==> src/ufe_pkg.sv <==
// Purpose: Constants for the falling-edge enable aliases and live status
// Assumes: 250 MHz link-interface clock, 6-bit register addresses
// Notes:   Offsets, bit positions, nonzero reset values and the hold count live here
package ufe_pkg;

  // ----------------------------------------------------------------------
  // Register map
  // ----------------------------------------------------------------------
  localparam logic [5:0] ADDR_FALL_EN     = 6'h10; // Enable storage
  localparam logic [5:0] ADDR_FALL_EN_SET = 6'h11; // Set alias
  localparam logic [5:0] ADDR_FALL_EN_CLR = 6'h12; // Clear alias
  localparam logic [5:0] ADDR_IRQ_STATUS  = 6'h13; // Live status

  // ----------------------------------------------------------------------
  // Field layout
  // ----------------------------------------------------------------------
  localparam int NSRC          = 5;  // Sources in bits 4:0
  localparam int BIT_HOST_DISC = 0;
  localparam int BIT_VBUS_VAL  = 1;
  localparam int BIT_SESS_VAL  = 2;
  localparam int BIT_SESS_END  = 3;
  localparam int BIT_ID_GND    = 4;

  // ----------------------------------------------------------------------
  // Reset values
  // ----------------------------------------------------------------------
  localparam logic [4:0] FALL_EN_RST = 5'h1f; // All edges enabled
  localparam logic [4:0] SRC_RST     = 5'h01; // Host detached by default
  localparam logic [2:0] RSVD_VAL    = 3'h0;  // Bits 7:5

  // ----------------------------------------------------------------------
  // Timing
  // ----------------------------------------------------------------------
  localparam int ID_HOLD_MS  = 50;   // Id settle time after pull-up on
  localparam int CLK_MHZ     = 250;  // clk_sys rate
  localparam int ID_HOLD_CYC = ID_HOLD_MS * CLK_MHZ * 1000;
  localparam int HOLD_W      = 24;   // Counter width for the hold

endpackage

==> src/ufe_fall_irq.sv <==
// Purpose: Falling-edge enable aliases, live source status, fall events
// Assumes: Register port is the transceiver's own register access
// Notes:   Read data is registered; answer one cycle after reg_rd
`timescale 1ns/1ps
`default_nettype none
module ufe_fall_irq
#(
  // Id hold in cycles; shorten for simulation
  parameter int unsigned ID_HOLD_CYCLES = ufe_pkg::ID_HOLD_CYC
)
(
  // Clock, reset, enable
  input  wire logic        clk_sys,
  input  wire logic        nrst,
  input  wire logic        ce,
  // Register access
  input  wire logic [5:0]  reg_addr,
  input  wire logic        reg_wr,
  input  wire logic        reg_rd,
  input  wire logic [7:0]  reg_wdata,
  output logic      [7:0]  reg_rdata,
  // Analog interrupt sources
  input  wire logic        id_ground_raw,
  input  wire logic        session_end_raw,
  input  wire logic        a_device_session_valid,
  input  wire logic        vbus_valid_raw,
  input  wire logic        host_disconnect_raw,
  // Control levels from other registers
  input  wire logic        id_line_pull_up_enable,
  input  wire logic        plus_line_pull_down_enable,
  input  wire logic        minus_line_pull_down_enable,
  input  wire logic        low_power_mode,
  // Observed state
  output logic      [4:0]  fall_enable,
  output logic      [4:0]  irq_source_status,
  output logic      [4:0]  fall_event
);

  // ----------------------------------------------------------------------
  // State
  // ----------------------------------------------------------------------
  typedef struct packed
  {
    logic [4:0]                  en;     // Falling-edge enables
    logic [4:0]                  sts;    // Live status seen by software
    logic [4:0]                  evt;    // One-cycle fall events
    logic [7:0]                  rdata;  // Registered read data
    logic [ufe_pkg::HOLD_W-1:0]  hold;   // Id settle countdown
  } ufe_st_t;

  ufe_st_t st_q;
  ufe_st_t st_d;

  localparam logic [ufe_pkg::HOLD_W-1:0] HOLD_LOAD =
    ufe_pkg::HOLD_W'(ID_HOLD_CYCLES);

  // Raw and synchronised sources
  logic [4:0] src_async;
  logic [4:0] src_s;

  // ----------------------------------------------------------------------
  // Source synchroniser
  // ----------------------------------------------------------------------
  // Session valid is taken from the a-device valid signal
  assign src_async = {id_ground_raw, session_end_raw,
                      a_device_session_valid, vbus_valid_raw,
                      host_disconnect_raw};

  ufe_sync u_sync
  (
    .clk_sys   (clk_sys),
    .nrst      (nrst),
    .ce        (ce),
    .src_async (src_async),
    .src_sync  (src_s)
  );

  // Derived controls
  logic host_mode;
  logic id_hold;
  logic [4:0] wmask;

  assign host_mode = plus_line_pull_down_enable &
                     minus_line_pull_down_enable;
  // Hold while pull-up off or still counting the settle time
  assign id_hold   = !id_line_pull_up_enable ||
                     (st_q.hold != '0);
  // Only bits 4:0 reach the enables
  assign wmask     = reg_wdata[4:0];

  // ----------------------------------------------------------------------
  // Next state
  // ----------------------------------------------------------------------
  always_comb
  begin
    st_d = st_q;
    // Enable updates; on the set and clear aliases, zero data bits leave bits alone
    if (reg_wr)
    begin
      unique case (reg_addr)
        ufe_pkg::ADDR_FALL_EN:
        begin
          st_d.en = wmask;
        end
        ufe_pkg::ADDR_FALL_EN_SET:
        begin
          st_d.en = st_q.en | wmask;
        end
        ufe_pkg::ADDR_FALL_EN_CLR:
        begin
          st_d.en = st_q.en & ~wmask;
        end
        default:
        begin
          // Status is read-only; other addresses ignored
          st_d.en = st_q.en;
        end
      endcase
    end
    // Settle countdown restarts whenever the pull-up is off
    if (!id_line_pull_up_enable)
    begin
      st_d.hold = HOLD_LOAD;
    end
    else if (st_q.hold != '0)
    begin
      st_d.hold = st_q.hold - 1'b1;
    end
    // Live levels, no latching
    st_d.sts = src_s;
    if (id_hold)
    begin
      st_d.sts[ufe_pkg::BIT_ID_GND] = st_q.sts[ufe_pkg::BIT_ID_GND];
    end
    // Low power drops host disconnect; level is the synchronised detector
    // output and resets to one, so it reads one while detached from reset on
    if (low_power_mode)
    begin
      st_d.sts[ufe_pkg::BIT_HOST_DISC] = 1'b0;
    end
    // Falling edges of the visible status, gated by enables
    st_d.evt = st_q.sts & ~st_d.sts & st_q.en;
    // Id is frozen while held, so no event slips through
    if (id_hold)
    begin
      st_d.evt[ufe_pkg::BIT_ID_GND] = 1'b0;
    end
    // Host disconnect event only counts in host mode; a drop caused
    // by low power is not a real disconnect edge
    if (!host_mode || low_power_mode)
    begin
      st_d.evt[ufe_pkg::BIT_HOST_DISC] = 1'b0;
    end
    // Read path
    if (reg_rd)
    begin
      unique case (reg_addr)
        ufe_pkg::ADDR_FALL_EN,
        ufe_pkg::ADDR_FALL_EN_SET,
        ufe_pkg::ADDR_FALL_EN_CLR:
        begin
          st_d.rdata = {ufe_pkg::RSVD_VAL, st_q.en};
        end
        ufe_pkg::ADDR_IRQ_STATUS:
        begin
          st_d.rdata = {ufe_pkg::RSVD_VAL, st_q.sts};
        end
        default:
        begin
          // Unmapped here: read as zero
          st_d.rdata = 8'h00;
        end
      endcase
    end
  end

  // ----------------------------------------------------------------------
  // Registers
  // ----------------------------------------------------------------------
  // Whole state frozen while ce is low
  always_ff @(posedge clk_sys or negedge nrst)
  begin
    if (!nrst)
    begin
      st_q.en    <= ufe_pkg::FALL_EN_RST;
      st_q.sts   <= ufe_pkg::SRC_RST;
      st_q.evt   <= 5'h00;
      st_q.rdata <= 8'h00;
      st_q.hold  <= '0;
    end
    else if (ce)
    begin
      st_q <= st_d;
    end
  end

  // Outputs from flops
  assign reg_rdata         = st_q.rdata;
  assign fall_enable       = st_q.en;
  assign irq_source_status = st_q.sts;
  assign fall_event        = st_q.evt;
endmodule
`default_nettype wire

==> src/ufe_sync.sv <==
// Purpose: Two-stage synchroniser for the analog interrupt sources
// Assumes: Sources change slowly relative to clk_sys
// Notes:   First stage feeds only the second stage
`timescale 1ns/1ps
`default_nettype none
module ufe_sync
(
  // Clock and reset
  input  wire logic                    clk_sys,
  input  wire logic                    nrst,
  input  wire logic                    ce,
  // Asynchronous levels in, synchronous levels out
  input  wire logic [ufe_pkg::NSRC-1:0] src_async,
  output logic      [ufe_pkg::NSRC-1:0] src_sync
);

  // ----------------------------------------------------------------------
  // State
  // ----------------------------------------------------------------------
  typedef struct packed
  {
    logic [ufe_pkg::NSRC-1:0] s1; // Metastability catcher
    logic [ufe_pkg::NSRC-1:0] s2; // Safe to use
  } ufe_sync_st_t;

  ufe_sync_st_t st_q;
  ufe_sync_st_t st_d;

  // Per-bit next state
  genvar gi;
  generate
    for (gi = 0; gi < ufe_pkg::NSRC; gi++)
    begin : g_bit
      always_comb
      begin
        st_d.s1[gi] = src_async[gi];
        st_d.s2[gi] = st_q.s1[gi];
      end
    end
  endgenerate

  // Registers, frozen while ce is low
  always_ff @(posedge clk_sys or negedge nrst)
  begin
    if (!nrst)
    begin
      st_q <= {ufe_pkg::SRC_RST, ufe_pkg::SRC_RST};
    end
    else if (ce)
    begin
      st_q <= st_d;
    end
  end

  assign src_sync = st_q.s2;

endmodule
`default_nettype wire
==> config.mk <==
export PLATFORM = sky130hd
export DESIGN_NAME = ufe_fall_irq
export DESIGN_NICKNAME = d
export VERILOG_FILES = /design/src/ufe_pkg.sv /design/src/ufe_fall_irq.sv /design/src/ufe_sync.sv
export SDC_FILE = /design/constraint.sdc
export NUM_CORES = 1
export LEC_CHECK = 0
export BUFFER_PORTS_ARGS = -buffer_cell sky130_fd_sc_hd__buf_2
export CAP_MARGIN = 20
export CORE_MARGIN = 2
export CORE_UTILIZATION = 45
export DETAILED_ROUTE_END_ITERATION = 10
export PLACE_DENSITY = 0.71
export SLEW_MARGIN = 10
export SYNTH_ARGS = -nofsm -noshare
export SYNTH_HDL_FRONTEND = slang
export SYNTH_SLANG_ARGS = --single-unit
==> constraint.sdc <==
create_clock -name clk_sys -period 2.65 [get_ports clk_sys]
set_clock_uncertainty 0.2 [all_clocks]
set_input_delay 0.265 -clock clk_sys [delete_from_list [all_inputs] [get_ports clk_sys]]
set_output_delay 0.265 -clock clk_sys [all_outputs]
set_load 0.005 [all_outputs]
==> impl_results.md, run 1 <==
* Outcome: finished clean
* Core Region at 0.00624 sq mm
* RePlAce Congestion at 0.822
* Ordered cell list for the critical path: or4_1, or4_4, o211ai_2, nor2_1, mux2_2
* Final Cycle Share at 0.941
* Crit path kind: reg2reg
* Postcts setup bufs at 0
* Final Cell Area at between 0.003 and 0.004 sq mm
* Gate power share at 0.203
* Pwr dens at between 600 and 700 mW/mm^2
* CP Capture Type: register
* Startpoint types: register
* Most frequent cells in the layout: dfrtp_1 (46), buf_2 (44), o21ai_0 (22)
* RSZ-0062 raised after global routing: no
* N_diodes at 0
* Worst VDD drop at 289 uV
* Ys flop type: dfrtp_1
* Placed insts at 398
* RR Endpoint: st_q[14]$_DFFE_PN0P_
* Layout area overhead at 14.4%
* Synthesized area at 0.00287 sq mm
* Layout cells sized above 1 at 0.289
* Die Ht at 83.8 um
* Slowest-stage cell, CP: or4_1
* H-tree Lvls at 2
* Post-CTS Resized at 0
* # clock sinks at 54
* Residual DRC count at 0
* Critical path data required time at around 2.7 ns
* Number of routed nets with antenna violations at 0
* Final Setup Violations at 0
* Fin. Hold Viols at 0
* Total internal power at 1410 uW
* HP Class: in2reg
* Largest net degree at the start of global routing at 26
* Routed vias/inst at 5.50
* Initial core utilization at 0.460
* DR WL/cell at around 15 um
* Max Cap Viol at 0
* Clock Root Buffer: clkbuf_8
* Total gr overflow at 0
* Switching share of total power at 0.290
* Syn Inst Count at roughly 300
* LEAKAGE at about 0.0014 uW
* CP Data Arrival Time at 2.49 ns
* Setup TNS at 0 ns
* YS warnings at 0
* Post-synth cell types at 47
* Placed Area at 0.00307 sq mm
* Total wire length at between 6000 and 7000 um
* R2R depth at 5
* Rows at 29
* Flops & latches, synth at 54
* Number of port buffers at 44
* Die area at 0.00703 sq mm
* Fin. max-slew vios at 0
* Sequential power share at 0.519
* IO Count at 51
* Worst slew margin relative to its limit at 0.643
* Worst-margin pin slew at approximately 0.54 ns
* DR pass1 iterations at 4
* RR Startpoint: st_q[10]$_DFFE_PN0P_
* Commonest non-fill, non-tap cell in the layout: dfrtp_1
* Clock Latency Late Sink at roughly 0.31 ns
* Drt initial violations at about 160
* TritonCTS Buffers at 5
* Sw power at around 580 uW
* Hold Crit Depth at 3
* CTS tree: yes
* Hold Startpoint: reg_wdata[4]
* Hold Path Sink: fall_enable[4]$_DFFE_PN1P_
* Post-synth ARST share at 1.00
* Die X at 83.8 um
* R2R setup slack at 0.16 ns
* Sequential area share after synthesis at 0.474
* # fillers at 562
* First-pass GRT wire length at roughly 10000 um
* Final std cells w/o fill at approximately 420
* Post-DP HPWL at 4330 um
* Antenna violations before repair at 0
* Fmax at about 400 MHz
* Average size of a mapped cell at 9.69 sq um
* Longest Clk Path Bufs at 2
* Detailed-route via count at about 2300
* CP max stage delay at 0.61 ns
* Clock share of power at 0.278
* Vias in the first global route at 2183
* GRT Total Usage at 0.180
* Final min period at 2.49 ns
* Fin nets at 368
* Post-synth EDFFs at 0
* Clk pin slew, worst setup/hold paths at about 0.1 ns
* Max Fanout on Critical Path at 6
==> worst max-delay path by stage <==
stage	endpoint	cells after the start	slack (ns)	startpoint
finish	st_q[14]$_DFFE_PN0P_	5	0.16	st_q[10]$_DFFE_PN0P_
global route	st_q[13]$_DFFE_PN0P_	6	0.04	st_q[10]$_DFFE_PN0P_
floorplan	st_q[14]$_DFFE_PN0P_	6	0.21	st_q[4]$_DFFE_PN0P_
global placement	st_q[14]$_DFFE_PN0P_	5	0.22	st_q[10]$_DFFE_PN0P_
detailed placement	st_q[14]$_DFFE_PN0P_	5	0.20	st_q[10]$_DFFE_PN0P_
CTS	st_q[14]$_DFFE_PN0P_	5	0.16	st_q[10]$_DFFE_PN0P_
==> layout make-up <==
| class | count | area (sq um) | area share |
|---|---|---|---|
| clock inverters | 2 | 37.5 | 0.0114 |
| clock buffers | 6 | 72.6 | 0.0221 |
| well taps | 77 | 96.3 | 0.0294 |
| flip-flops and latches | 54 | 1360 | 0.415 |
| inverters | 21 | 78.8 | 0.0240 |
| multi-input cells | 185 | 1190 | 0.362 |
| repair buffers | 71 | 448 | 0.136 |
==> sequential cells by signal (all words and copies together) (netlist names) <==
register,cells
reg_rdata,5
irq_source_status,5
st_q,24
u_sync.src_sync,5
fall_event,5
fall_enable,5
u_sync.st_d,5
==> layer usage <==
metal / track usage / routed length (um)
met5: 0 / 0
met4: 0.0484 / 38
met3: 0.0415 / 301
met2: 0.299 / 2980
met1: 0.237 / 2720
==> per-stage QoR <==
stage	hold slack, ns	setup slack (ns)	utilization	total power, uW
finish	0.0131	0.157	0.526	1990
global route	0.0213	0.0381	0.526	2110
CTS	0.00732	0.160	0.526	2010
detailed placement	0.0722	0.196	0.492	1440
global placement	0.0782	0.217	0.492	1430
floorplan	-0.231	0.215	-	1330
==> synth_stat cells (2+ instances only) <==
| cell type | instances | share of area |
|---|---|---|
| a211o_1 | 3 | 0.0092 |
| a21o_1 | 3 | 0.0078 |
| a21oi_1 | 15 | 0.026 |
| a22oi_1 | 5 | 0.013 |
| a31oi_1 | 6 | 0.013 |
| buf_4 | 24 | 0.063 |
| buf_6 | 2 | 0.0078 |
| clkbuf_1 | 11 | 0.014 |
| dfrtp_1 | 46 | 0.40 |
| dfstp_2 | 8 | 0.073 |
| ha_1 | 2 | 0.0087 |
| inv_1 | 21 | 0.027 |
| mux2_2 | 15 | 0.059 |
| nand2_1 | 21 | 0.027 |
| nand2b_1 | 2 | 0.0044 |
| nand3_1 | 8 | 0.014 |
| nand3b_1 | 2 | 0.0052 |
| nand4b_1 | 5 | 0.015 |
| nor2_1 | 14 | 0.018 |
| nor3_1 | 7 | 0.012 |
| nor4_1 | 3 | 0.0065 |
| o21ai_0 | 22 | 0.038 |
| o21ai_1 | 10 | 0.017 |
| o22ai_1 | 6 | 0.013 |
| o31ai_1 | 5 | 0.013 |
| o41ai_1 | 2 | 0.0061 |
| or3_1 | 3 | 0.0065 |
| or4_1 | 6 | 0.016 |
==> kinds of logic after synthesis <==
| kind of cell | synth area share |
|---|---|
| buffers and inverters | 0.114 |
| AO/OA/AOI/OAI | 0.185 |
| other | 0.00131 |
| AND/OR/NAND/NOR | 0.154 |
| flip-flops | 0.474 |
| adder cells (fa/ha/maj) | 0.00872 |
| multiplexers | 0.0624 |
==> critical path, delay by kind of cell (launching register included) <==
family	cells	cell delay, ns
flops	1	0.44
simple gates	3	1.30
compound gates	1	0.17
mux	1	0.27
==> power by group through the flow <==
stage,Combinational (uW),Clock [uW],Sequential (uW)
after floorplan,311,0,1020
after global placement,386,0,1050
after detailed placement,395,0,1050
after CTS,408,563,1030
after global routing,455,604,1050
final,405,553,1030
==> what timing repair did <==
item / 4_1_cts / 5_1_grt
hold endpoints to repair: 25 / 0
setup endpoints to repair: 0 / 0
hold buffers: 10 / 0
Power figures use the tool's default switching activity.
==> run 2, diff against run 1 <==
BUFFER_PORTS_ARGS = default   (was -buffer_cell sky130_fd_sc_hd__buf_2)
DONT_BUFFER_PORTS = 1   (was default)
PLACE_DENSITY = 0.65   (was 0.71)
==> run 2 against run 1 <==
First-iteration DRC count shrank 35%. Global-route usage grew 0.49 points. Via count shrank 5.7%. Die area is the same. Sequential power is essentially flat. Routed wire length grew 1.0%. Hold slack is essentially flat. Clock power shrank 9.9%. Sequential share of layout area grew 1.5 points. Largest cell class unchanged. Largest power group unchanged.
==> impl_results.md, run 2 (synthesis gave the netlist of run 1 again) <==
* Worst VDD drop at 300 uV
* Outcome: finished clean
* IO Count at 51
* Final min period at approximately 2.5 ns
* R2R depth at 5
* CP Capture Type: register
* Clock Root Buffer: clkbuf_8
* Core Region at 0.00624 sq mm
* Fin. Hold Viols at 0
* RePlAce Congestion at between 0.8 and 0.9
* Fin nets at 333
* Die X at 83.8 um
* Largest Register: st_q
* First-pass GRT wire length at 10500 um
* Detailed-route via count at 2158
* Number of port buffers at 0
* Final Setup Violations at 0
* Startpoint types: register
* Max Fanout on Critical Path at 6
* DR WL/cell at 16.0 um
* Pwr dens at 604 mW/mm^2
* Hold Crit Depth at 3
* Die area at 0.00703 sq mm
* Fmax at roughly 400 MHz
* RR Startpoint: st_q[10]$_DFFE_PN0P_
* Placed Area at approximately 0.0028 sq mm
* Final Cycle Share at 0.942
* Most frequent cells in the layout: dfrtp_1 (46), o21ai_0 (22), dlygate4sd3_1 (22)
* Layout cells sized above 1 at 0.171
* Clock Latency Late Sink at 0.31 ns
* Number of routed nets with antenna violations at 0
* CTS tree: yes
* Total wire length at 6100 um
* Final Cell Area at 0.00317 sq mm
* Antenna violations before repair at 0
* H-tree Lvls at 2
* RR Endpoint: st_q[14]$_DFFE_PN0P_
* Post-DP HPWL at 3910 um
* RSZ-0062 raised after global routing: no
* Worst slew margin relative to its limit at 0.306
* Post-CTS Resized at 0
* Total gr overflow at 0
* Die Ht at roughly 84 um
* R2R setup slack at about 0.15 ns
* Clk pin slew, worst setup/hold paths at 0.10 ns
* Hold Startpoint: ce
* LEAKAGE at 0.00129 uW
* DR pass1 iterations at 4
* Drt initial violations at 105
* N_diodes at 0
* Residual DRC count at 0
* Commonest non-fill, non-tap cell in the layout: dfrtp_1
* CP Data Arrival Time at 2.49 ns
* Rows at 29
* # clock sinks at between 50 and 60
* Longest Clk Path Bufs at 2
* Fin. max-slew vios at 0
* Worst setup startpoint: st_q[10]$_DFFE_PN0P_
* Postcts setup bufs at 0
* HP Class: in2reg
* TritonCTS Buffers at 5
* Hold Path Sink: st_q[23]$_DFFE_PN0P_
* Initial core utilization at 0.460
* GRT Total Usage at 0.185
* Routed vias/inst at between 5 and 6
* Max Cap Viol at 0
* Vias in the first global route at 2156
* Critical path data required time at 2.65 ns
* Crit path kind: reg2reg
* Largest net degree at the start of global routing at 55
* Largest register FFs at 24
* Worst-margin pin slew at 1.04 ns
* Setup TNS at 0 ns
* Layout area overhead at 10.5%
==> run 2: what timing repair did <==
item,4_1_cts,5_1_grt
hold buffers,23,0
endpoints found under the setup margin,0,0
endpoints found under the hold margin,88,0
==> run 2: worst max-delay path, cell delays in order, from the launching register on <==
cell      delay (ns)
dfrtp_1         0.44
or4_1           0.62
or4_4           0.58
o211ai_2        0.17
nor2_1          0.11
mux2_2          0.27
==> run 2: worst max path at each step <==
stage                     slack, ns  cells past startpoint                   end
after global placement         0.20                      5  st_q[14]$_DFFE_PN0P_
final                          0.15                      5  st_q[14]$_DFFE_PN0P_
after detailed placement       0.17                      5  st_q[14]$_DFFE_PN0P_
after CTS                      0.16                      5  st_q[14]$_DFFE_PN0P_
after global routing           0.04                      5  st_q[14]$_DFFE_PN0P_
after floorplan                0.21                      6  st_q[14]$_DFFE_PN0P_
==> run 2: per-stage QoR <==
stage	total power (uW)	hold slack [ns]	setup WS [ns]	cells	utilization
finish	1920	0.0131	0.155	381	0.508
global route	2020	0.0290	0.0373	381	0.508
CTS	1930	0.00935	0.158	381	0.508
detailed placement	1360	-0.230	0.174	350	0.452
global placement	1350	-0.229	0.198	350	0.452
floorplan	1330	-0.231	0.215	298	-
==> run 2: power by group <==
group,internal [uW],switching [uW],leakage [uW]
clock,216,283,0.0000514
combinational,183,190,0.000597
sequential,940,104,0.000638
==> run 2: layout make-up <==
class | instances | area [sq um]
clock buffers | 6 | 82.6
fillers | 568 | 3070
well taps | 77 | 96.3
repair buffers | 36 | 345
multi-input cells | 185 | 1190
inverters | 21 | 78.8
clock inverters | 2 | 17.5
flip-flops and latches | 54 | 1360
==> run 2: routing by layer <==
layer,vias up,track usage,part of all wire
met4,0,0.0601,0.011
met5,-,0,0
li1,1048,-,-
met1,1047,0.236,0.45
met2,56,0.309,0.49
met3,7,0.0425,0.052
==> run 3, diff against run 2 <==
CORE_UTILIZATION = 55   (was 45)
PLACE_DENSITY = 0.75   (was 0.65)
==> run 3 against run 2 <==
Sequential power about the same. Sequential share of layout area decreased by 0.085 points. Global-route usage grew 3.3 points. Critical path depth did not move. Routed wire length fell by 3.5%. Non-clock buffer count fell by 2. Critical endpoint unchanged. Highest routed layer unchanged.
==> impl_results.md, run 3 (synthesis gave the netlist of run 1 again) <==
* Worst VDD drop at 286 uV
* TritonCTS Buffers at 5
* DR WL/cell at 15.8 um
* Die X at around 76 um
* RSZ-0062 raised after global routing: no
* Crit path kind: reg2reg
* Fin. Hold Viols at 0
* R2R setup slack at 0.17 ns
* Post-layout util at 0.626
* R2R depth at 5
* Startpoint types: register
* Pwr dens at 628 mW/mm^2
* Outcome: finished clean
* Vias in the first global route at 2129
* IO Count at slightly above 50
* Die area at a little under 0.006 sq mm
* Most frequent cells in the layout: dfrtp_1 (46), o21ai_0 (22), dlygate4sd3_1 (22)
* Max Fanout on Critical Path at 6
* Fin Hold WS at 0.0158 ns
* Fin nets at 331
* Routed vias/inst at 5.83
* Final Cycle Share at 0.935
* CP Data Arrival Time at 2.48 ns
* Critical path capture point: st_q[14]$_DFFE_PN0P_
* Worst setup startpoint: st_q[10]$_DFFE_PN0P_
* RR Startpoint: st_q[10]$_DFFE_PN0P_
* Fmax at 403 MHz
* Final min period at 2.48 ns
* # fillers at 430
* Critical path data required time at 2.65 ns
* Setup TNS at 0 ns
* Layout cells sized above 1 at 0.169
* HP Class: in2reg
* DR pass1 iterations at 4
* Layout area overhead at 10.7%
* Largest Register: st_q
* Number of routed nets with antenna violations at 0
* Rows at 26
* Antenna violations before repair at 0
* Detailed-route via count at roughly 2200
* Largest register FFs at 24
* Number of port buffers at 0
* Postcts setup bufs at 0
* Residual DRC count at 0
* Total wire length at 5890 um
* GRT Total Usage at 0.218
* Post-DP HPWL at 3730 um
* CP Capture Type: register
* Largest net degree at the start of global routing at 55
* LEAKAGE at 0.00129 uW
* Clock Latency Late Sink at 0.31 ns
* Core Region at about 0.005 sq mm
* Final Setup Violations at 0
* RePlAce Congestion at ~0.81
* Longest Clk Path Bufs at 2
* N_diodes at 0
* Commonest non-fill, non-tap cell in the layout: dfrtp_1
* CTS tree: yes
* First-pass GRT wire length at just over 10000 um
* Initial core utilization at 0.565
* Clock Root Buffer: clkbuf_8
* Drt initial violations at 149
* Die Ht at ~76 um
* Fin. max-slew vios at 0
* Max Cap Viol at 0
* # clock sinks at 54
* H-tree Lvls at 2
* Total gr overflow at 0
* Clk pin slew, worst setup/hold paths at 0.10 ns
* RR Endpoint: st_q[14]$_DFFE_PN0P_
## run 3: worst max-delay path: stages (launching register included)
cell,delay (ns)
dfrtp_1,0.43
or4_1,0.62
or4_4,0.58
o211ai_2,0.17
nor2_1,0.11
mux2_2,0.26
## run 3: repair_timing
| action | CTS | global route |
|---|---|---|
| resized for setup | 0 | 1 |
| endpoints found under the hold margin | 89 | 0 |
| endpoints found under the setup margin | 0 | 9 |
| hold buffers | 23 | 0 |
## run 3: final cells by class
| cell class | instances | area [sq um] | share of cell area |
|---|---|---|---|
| sequential | 54 | 1360 | 0.429 |
| multi-input combinational | 185 | 1190 | 0.376 |
| timing repair buffer | 34 | 338 | 0.106 |
| tap | 70 | 87.6 | 0.0276 |
| inverter | 21 | 78.8 | 0.0248 |
| clock buffer | 5 | 68.8 | 0.0217 |
| clock inverter | 3 | 47.5 | 0.0150 |
## run 3: how the worst min path moves through the flow
| stage | to | slack, ns | cells after the start | from |
|---|---|---|---|---|
| 2_1_floorplan | fall_event[0]$_DFFE_PN0P_ | -0.23 | 0 | nrst |
| 3_3_place_gp | fall_event[0]$_DFFE_PN0P_ | -0.23 | 0 | nrst |
| 3_5_place_dp | reg_rdata[3]$_DFFE_PN0P_ | -0.23 | 0 | nrst |
| 4_1_cts | st_q[5]$_DFFE_PN0P_ | 0.02 | 3 | id_line_pull_up_enable |
| 5_1_grt | st_q[5]$_DFFE_PN0P_ | 0.04 | 3 | id_line_pull_up_enable |
| 6_report | st_q[5]$_DFFE_PN0P_ | 0.02 | 3 | id_line_pull_up_enable |
## run 3: per-layer routing
layer	GRT usage	up-vias	part of all wire
li1	-	1052	-
met1	0.291	1046	0.44
met2	0.357	65	0.49
met3	0.0533	5	0.059
met4	0.0600	0	0.0093
met5	0	-	0
## run 3: where the power goes
part / leakage (uW) / total (uW) / switching [uW] / internal (uW)
Clock: 0.0000587 / 574 / 287 / 287
Combinational: 0.000590 / 376 / 192 / 184
Sequential: 0.000638 / 1040 / 104 / 940
Total: 0.00129 / 1990 / 583 / 1410
## run 3: stage by stage
step / area [sq um] / power [uW] / worst slack (ns) / std cells
finish: 3180 / 1990 / 0.171 / 372
global route: 3180 / 2100 / 0.0383 / 372
CTS: 3150 / 2000 / 0.184 / 371
detailed placement: 2790 / 1360 / 0.199 / 340
global placement: 2790 / 1350 / 0.221 / 340
floorplan: 2880 / 1330 / 0.215 / 298
